===== src/include/rsc_map.vh =====
// register offsets, field positions and reset values of the reset cause combiner
`ifndef RSC_MAP_VH
`define RSC_MAP_VH
`define RSC_CAUSE_OFFSET    12'h000
`define RSC_BIT_TRAP        15
`define RSC_BIT_BADOP       14
`define RSC_BIT_SWBOR       13
`define RSC_BIT_CFGMIS      9
`define RSC_BIT_PMBIAS      8
`define RSC_BIT_PIN         7
`define RSC_BIT_SOFT        6
`define RSC_BIT_SWWDT       5
`define RSC_BIT_WATCHDOG_TIMEOUT_FLAG        4
`define RSC_BIT_SLEEP       3
`define RSC_BIT_IDLE        2
`define RSC_BIT_BOR         1
`define RSC_BIT_POR         0
`define RSC_POR_VALUE       16'h0003
`define RSC_IMPL_MASK       16'hE3FF
`endif


===== src/core/rsc_reset_combiner.v =====
// reset source combiner with reset cause and control register on apb
//
// The implementer's own choices: the address map and the APB register port.
`timescale 1ns/1ps
`default_nettype none
`include "rsc_map.vh"

module rsc_reset_combiner (
  // clock and power-on reset
  input  wire        core_clk,
  input  wire        rst,
  // apb slave
  input  wire        psel,
  input  wire        penable,
  input  wire        pwrite,
  input  wire [11:0] paddr,
  input  wire [31:0] pwdata,
  output reg  [31:0] prdata,
  output reg         pready,
  output reg         pslverr,
  // reset sources, levels
  input  wire        masterClearPin,
  input  wire        softResetReq,
  input  wire        watchdogReset,
  input  wire        brownoutReset,
  input  wire        trapConflict,
  input  wire        badOpcode,
  input  wire        uninitWregReset,
  input  wire        configMismatch,
  // core events, one-cycle pulses
  input  wire        powerSaveSleep,
  input  wire        powerSaveIdle,
  // configuration fuses
  input  wire        watchdogFuse,
  input  wire        brownoutFuse,
  // outputs to core
  output reg         systemResetOut,
  output reg         brownoutEnable,
  output reg         watchdogEnable,
  output reg         progmemBiasInHalt
);

  ////////////////////////////////////////////////////////////////////////////
  // positions in the hardware event vector
  localparam integer EV_PIN    = 0;
  localparam integer EV_SOFT   = 1;
  localparam integer EV_WDT    = 2;
  localparam integer EV_BOR    = 3;
  localparam integer EV_TRAP   = 4;
  localparam integer EV_BADOP  = 5;
  localparam integer EV_UNINIT = 6;
  localparam integer EV_CFGMIS = 7;
  localparam integer EV_SLEEP  = 8;
  localparam integer EV_IDLE   = 9;
  localparam integer REG_WIDTH = 16;
  localparam [15:0]  IMPL_MASK = `RSC_IMPL_MASK;
  localparam [15:0]  POR_VALUE = `RSC_POR_VALUE;

  // reset sequencing states, one-hot
  localparam [1:0]   ST_FIXUP  = 2'b01;
  localparam [1:0]   ST_RUN    = 2'b10;

  ////////////////////////////////////////////////////////////////////////////
  reg  [15:0] cause_q;
  wire [15:0] cause_d;
  reg  [1:0]  state_q;
  reg  [1:0]  state_d;
  wire        running;
  wire [9:0]  events;
  wire        anySource;
  wire        access;
  wire        hit;
  wire        wrHit;
  wire        rdTake;
  wire        errTake;
  wire [15:0] readView;

  ////////////////////////////////////////////////////////////////////////////
  // 1 where a hardware event sets the given register bit
  function flagSet;
    input integer bitIdx;
    input [9:0]   ev;
    begin
      case (bitIdx)
        `RSC_BIT_TRAP: begin
          flagSet = ev[EV_TRAP];
        end
        `RSC_BIT_BADOP: begin
          flagSet = ev[EV_BADOP] | ev[EV_UNINIT];
        end
        `RSC_BIT_CFGMIS: begin
          flagSet = ev[EV_CFGMIS];
        end
        `RSC_BIT_PIN: begin
          flagSet = ev[EV_PIN];
        end
        `RSC_BIT_SOFT: begin
          flagSet = ev[EV_SOFT];
        end
        `RSC_BIT_WATCHDOG_TIMEOUT_FLAG: begin
          flagSet = ev[EV_WDT];
        end
        `RSC_BIT_SLEEP: begin
          flagSet = ev[EV_SLEEP];
        end
        `RSC_BIT_IDLE: begin
          flagSet = ev[EV_IDLE];
        end
        `RSC_BIT_BOR: begin
          flagSet = ev[EV_BOR];
        end
        default: begin
          flagSet = 1'b0;
        end
      endcase
    end
  endfunction

  // 1 where a hardware event clears the given register bit
  function flagClear;
    input integer bitIdx;
    input [9:0]   ev;
    begin
      case (bitIdx)
        `RSC_BIT_WATCHDOG_TIMEOUT_FLAG: begin
          flagClear = ev[EV_SLEEP] | ev[EV_IDLE];
        end
        default: begin
          flagClear = 1'b0;
        end
      endcase
    end
  endfunction

  // next value of one bit: write, then clear, then set, then fuse
  function nextFlag;
    input integer bitIdx;
    input         cur;
    input         wrEn;
    input         wrBit;
    input [9:0]   ev;
    input         borFuse;
    begin
      nextFlag = cur;
      if (wrEn) begin
        nextFlag = wrBit;
      end
      if (flagClear(bitIdx, ev)) begin
        nextFlag = 1'b0;
      end
      // a set beats a clear or a software write in the same cycle
      if (flagSet(bitIdx, ev)) begin
        nextFlag = 1'b1;
      end
      if ((bitIdx == `RSC_BIT_SWBOR) && !borFuse) begin
        nextFlag = 1'b0;
      end
    end
  endfunction

  // register as software sees it: holes read zero, bit 13 reads zero while the fuse is off
  function [15:0] regView;
    input [15:0] stored;
    input        borFuse;
    begin
      regView                 = stored & IMPL_MASK;
      regView[`RSC_BIT_SWBOR] = stored[`RSC_BIT_SWBOR] & borFuse;
    end
  endfunction

  ////////////////////////////////////////////////////////////////////////////
  assign events    = {powerSaveIdle, powerSaveSleep, configMismatch, uninitWregReset, badOpcode,
                      trapConflict, brownoutReset, watchdogReset, softResetReq, masterClearPin};
  assign anySource = |events[EV_CFGMIS:EV_PIN];
  assign access    = psel & penable;
  assign hit       = (paddr == `RSC_CAUSE_OFFSET);
  // a write lands only on the edge that completes the transfer
  assign wrHit     = access & pready & pwrite & hit;
  assign rdTake    = access & ~pready & ~pwrite & hit;
  assign errTake   = access & ~pready & ~hit;
  // fuse hides bit 13; while it is off the next-value logic also clears the stored bit
  assign readView  = regView(cause_q, brownoutFuse);
  assign running   = (state_q == ST_RUN);

  ////////////////////////////////////////////////////////////////////////////
  // one copy of the flag logic per implemented register bit; holes tie to zero
  genvar gi;
  generate
    for (gi = 0; gi < REG_WIDTH; gi = gi + 1) begin : gFlag
      if (IMPL_MASK[gi]) begin : gImpl
        assign cause_d[gi] = nextFlag(gi, cause_q[gi], wrHit, pwdata[gi], events,
                                      brownoutFuse);
      end else begin : gHole
        assign cause_d[gi] = 1'b0;
      end
    end
  endgenerate

  ////////////////////////////////////////////////////////////////////////////
  // one fix-up cycle after release, in which the fuse is loaded into bit 13;
  // an illegal code falls back to fix-up, which costs one more reset cycle
  always @* begin
    state_d = state_q;
    case (state_q)
      ST_FIXUP: begin
        state_d = ST_RUN;
      end
      ST_RUN: begin
        state_d = ST_RUN;
      end
      default: begin
        state_d = ST_FIXUP;
      end
    endcase
  end

  always @(posedge core_clk or posedge rst) begin
    if (rst) begin
      state_q <= ST_FIXUP;
    end else begin
      state_q <= state_d;
    end
  end

  ////////////////////////////////////////////////////////////////////////////
  // power-on value; the software brown-out bit is loaded in the fix-up cycle
  always @(posedge core_clk or posedge rst) begin
    if (rst) begin
      cause_q <= POR_VALUE;
    end else if (!running) begin
      cause_q                 <= POR_VALUE;
      cause_q[`RSC_BIT_SWBOR] <= brownoutFuse;
    end else begin
      cause_q <= cause_d;
    end
  end

  ////////////////////////////////////////////////////////////////////////////
  // outputs, all registered; reset held through the fix-up cycle
  always @(posedge core_clk or posedge rst) begin
    if (rst) begin
      systemResetOut <= 1'b1;
    end else begin
      systemResetOut <= anySource | ~running;
    end
  end

  // brown-out detection stays off until the fuse has been looked at
  always @(posedge core_clk or posedge rst) begin
    if (rst) begin
      brownoutEnable <= 1'b0;
    end else begin
      brownoutEnable <= cause_d[`RSC_BIT_SWBOR] & brownoutFuse & running;
    end
  end

  // the fuse overrides a cleared software enable
  always @(posedge core_clk or posedge rst) begin
    if (rst) begin
      watchdogEnable <= 1'b1;
    end else begin
      watchdogEnable <= watchdogFuse | cause_d[`RSC_BIT_SWWDT];
    end
  end

  always @(posedge core_clk or posedge rst) begin
    if (rst) begin
      progmemBiasInHalt <= 1'b0;
    end else begin
      progmemBiasInHalt <= cause_d[`RSC_BIT_PMBIAS];
    end
  end

  ////////////////////////////////////////////////////////////////////////////
  // apb: one wait state, pready in second access cycle; unmapped gives slverr
  always @(posedge core_clk or posedge rst) begin
    if (rst) begin
      pready <= 1'b0;
    end else begin
      pready <= access & ~pready;
    end
  end

  always @(posedge core_clk or posedge rst) begin
    if (rst) begin
      pslverr <= 1'b0;
    end else begin
      pslverr <= errTake;
    end
  end

  // read data stands only with pready, so no stale word is ever seen
  always @(posedge core_clk or posedge rst) begin
    if (rst) begin
      prdata <= 32'h00000000;
    end else if (rdTake) begin
      prdata <= {16'h0000, readView};
    end else begin
      prdata <= 32'h00000000;
    end
  end

endmodule

`default_nettype wire


===== config.mk =====
export PLATFORM = sky130hd
export DESIGN_NAME = rsc_reset_combiner
export DESIGN_NICKNAME = d
export VERILOG_FILES = /design/src/core/rsc_reset_combiner.v
export VERILOG_INCLUDE_DIRS = /design/src /design/src/include
export SDC_FILE = /design/constraint.sdc
export NUM_CORES = 1
export LEC_CHECK = 0
export BUFFER_PORTS_ARGS = -buffer_cell sky130_fd_sc_hd__buf_2
export CAP_MARGIN = 5
export CORE_ASPECT_RATIO = 0.7
export CORE_MARGIN = 1.5
export CORE_UTILIZATION = 44
export DETAILED_ROUTE_END_ITERATION = 12
export PLACE_DENSITY_LB_ADDON = 0.25
export SETUP_SLACK_MARGIN = 0.02
export SLEW_MARGIN = 20
export SYNTH_ARGS = -nofsm -noshare
export SYNTH_HDL_FRONTEND = slang
export SYNTH_SLANG_ARGS = --single-unit
export TNS_END_PERCENT = 5

===== constraint.sdc =====
create_clock -name core_clk -period 3.05 [get_ports core_clk]
set_clock_uncertainty 0.05 [all_clocks]
set_input_delay 0.1525 -clock core_clk [delete_from_list [all_inputs] [get_ports core_clk]]
set_output_delay 0.1525 -clock core_clk [all_outputs]
set_load 0.02 [all_outputs]

==> flow_metrics.tcl <==
set metrics [dict create \
    grt_pass1_vias 1068 \
    slowest_stage "or4_1" \
    synth_top_family_by_area "simple AND/OR/NAND/NOR gates" \
    final_antenna_net_count 0 \
    root_buffer "clkbuf_8" \
    io_buffers 60 \
    ys_async_sr_fraction 1.00 \
    synth.largest_area_cell "dfrtp_1" \
    power.leakage_nw 0.972 \
    via_count 1090 \
    timing.final.crit_period_ns 1.86 \
    busiest_layer "met2" \
    route.detailed.drc 0 \
    grt_pass1_wl_um 4660 \
    finalMaxSlewViolations 0 \
    synth_compound_area_frac 0.0505 \
    fp.dieH_um 51.6 \
    hold_depth 2 \
    wl_um 2840 \
    synthMuxAreaShare 0.0345 \
    r2r-end "cause_q[14]" \
    htree_levels 2 \
    via_per_inst 4.68 \
    cts_setup_buffers 0 \
    die_x_um 72.5 \
    worstPathRequired_ns 3.17 \
    cts-resized-gates 0 \
    start_util 0.466 \
    dr.pass1.iters 4 \
    pin_count 99 \
    area_growth_pct 23.7 \
    antennaDiodeCount 0 \
    slew_headroom 0.347 \
    synthAdderAreaFrac 0.00842 \
    r2r_cells 4 \
    routabilityCongestion 0.782 \
    yosys.area_share.simple 0.207 \
    clock_latency_ns 0.27 \
    synth-seq-cells 34 \
    drt_iter0_drc 40 \
    synth_top_area_share 0.488 \
    cts_buffer_depth 2 \
    grt_util_met2 0.281 \
    worst_slew_pin_slew_ns 0.972 \
    synth_cells 129 \
    rows 17 \
    path_max_fanout 8 \
    overflow 0 \
    setup_tns_ns 0 \
    grt_max_degree 35 \
    cts.hold.buffers_added 1 \
    start_kind "flop" \
    outcome "finished clean" \
    fin_cells 233 \
    synth_edf_count 0 \
    cp-end-kind "flop" \
    synth.most_common_cell "dfrtp_1" \
    grtUsageMet3 0.0640 \
    dp_hpwl_um 2120 \
    powerDensity_mw_per_mm2 455 \
    syn_area_per_cell_sq_um 11.5 \
    core-area_sq_mm 0.00319 \
    hp-start "watchdogFuse" \
    wl_per_cell_um 12.2 \
    fmax_mhz 536 \
    synth_xor_area_frac 0 \
    peakVddDrop_mv 0.300 \
    path_clk_slew_ns 0.07 \
    period_share 0.611 \
    crit_buf_inv 0 \
    die-area_sq_mm 0.00374 \
    r2r_setup_slack_ns 1.19 \
    cts_tree "yes" \
    nNetsFinal 256 \
    drv_cap 0 \
    synth_cell_types 27 \
    arrival_ns 1.98 \
    hold_viol_final 0 \
    use_met1 0.198 \
    criticalPathCategory "flop to flop" \
    drive_gt1_frac 0.395 \
    setup_viol 0 \
    critical_path.top_delay_family "simple AND/OR/NAND/NOR gates" \
    synth-warning-count 0 \
    worstPathCellList "and4_1 > nand4_1 > or4_1 > and3_1" \
    hold_class "input port to flop" \
    cts_made_buffers 5 \
    syn_area_sq_mm 0.00149 \
    synth_area_leaders "dfrtp_1, buf_4, dfstp_2" \
    track_usage 0.167 \
    antenna_found_initial 0 \
    reg2reg_from "pready" \
    cts_num_sinks 34 \
    slowest_delay_ns 0.54 \
    dp_cells 224 \
    rsz0062_at_grt "false" \
    synth_seq_area_share 0.577 \
    synth.top_cells.by_count "dfrtp_1, buf_4, and2_1" \
    hold_path_end "watchdogEnable" \
    ys.flop_type "dfrtp_1" \
]
## placed cells by master, fill, tap and decap left out
cell,n
and3_1,2
nand4_1,2
nand2b_1,1
ha_1,1
mux2i_1,4
nor2_1,9
dfrtp_1,29
nand2_1,12
nor4_2,4
o311a_1,6
clkbuf_1,3
clkbuf_8,5
or4_1,1
nand3_1,3
buf_2,60
nor3_1,2
nor2b_1,2
and2_1,14
dfstp_2,5
buf_4,2
and4_1,1
conb_1,19
a21boi_0,1
mux2_2,1
inv_1,3
dlygate4sd3_1,1
o211ai_1,1
nor4_1,1
## worst max path at each step
stage	cells past startpoint	to	slack (ns)	start
after floorplan	4	cause_q[14]	1.51	pready
after global placement	5	prdata[13]	1.16	paddr[1]
after detailed placement	5	prdata[13]	1.07	paddr[5]
after CTS	4	cause_q[14]	1.18	pready
after global routing	4	cause_q[14]	1.10	pready
final	4	cause_q[14]	1.19	pready
## flip-flops by register name (all words and copies together), names as in the netlist
name / count
prdata: 13
systemResetOut: 1
state_q: 2
pready: 1
brownoutEnable: 1
pslverr: 1
cause_q: 13
watchdogEnable: 1
progmemBiasInHalt: 1
## stage by stage
stage               utilization  hold WS (ns)  power, W  worst slack, ns  area [sq um]
floorplan                     -         0.213  0.000520             1.51          1550
global placement          0.548         0.211  0.000537             1.16          1750
detailed placement        0.548         0.219  0.000539             1.07          1750
CTS                       0.576        0.0173  0.000846             1.18          1840
global route              0.576        0.0289  0.000880             1.10          1840
finish                    0.576        0.0198  0.000837             1.19          1840
## power by group
| group | switching (W) | internal (W) |
|---|---|---|
| registers | 0.00000141 | 0.000455 |
| logic | 0.0000495 | 0.0000260 |
| clock network | 0.000144 | 0.000162 |
## per-layer routing
metal / routed length (um) / vias to the layer above / share of wire
met4: 58 / 0 / 0.020
met3: 243 / 11 / 0.086
met2: 1260 / 60 / 0.44
met5: 0 / - / 0
li1: - / 525 / -
met1: 1280 / 494 / 0.45
## layout make-up
| cell class | count | area (sq um) |
|---|---|---|
| fillers | 297 | 1350 |
| flip-flops and latches | 34 | 857 |
| multi-input cells | 87 | 518 |
| repair buffers | 63 | 325 |
| clock buffers | 8 | 80.1 |
| well taps | 38 | 47.5 |
| inverters | 3 | 11.3 |
## cell families after synthesis
| family | after synthesis |
|---|---|
| multiplexers | 5 |
| other | 1 |
| buffers and inverters | 26 |
| AO/OA/AOI/OAI | 8 |
| flip-flops | 34 |
| adder cells (fa/ha/maj) | 1 |
| AND/OR/NAND/NOR | 54 |
No activity file was read; power rests on OpenSTA's default activity.
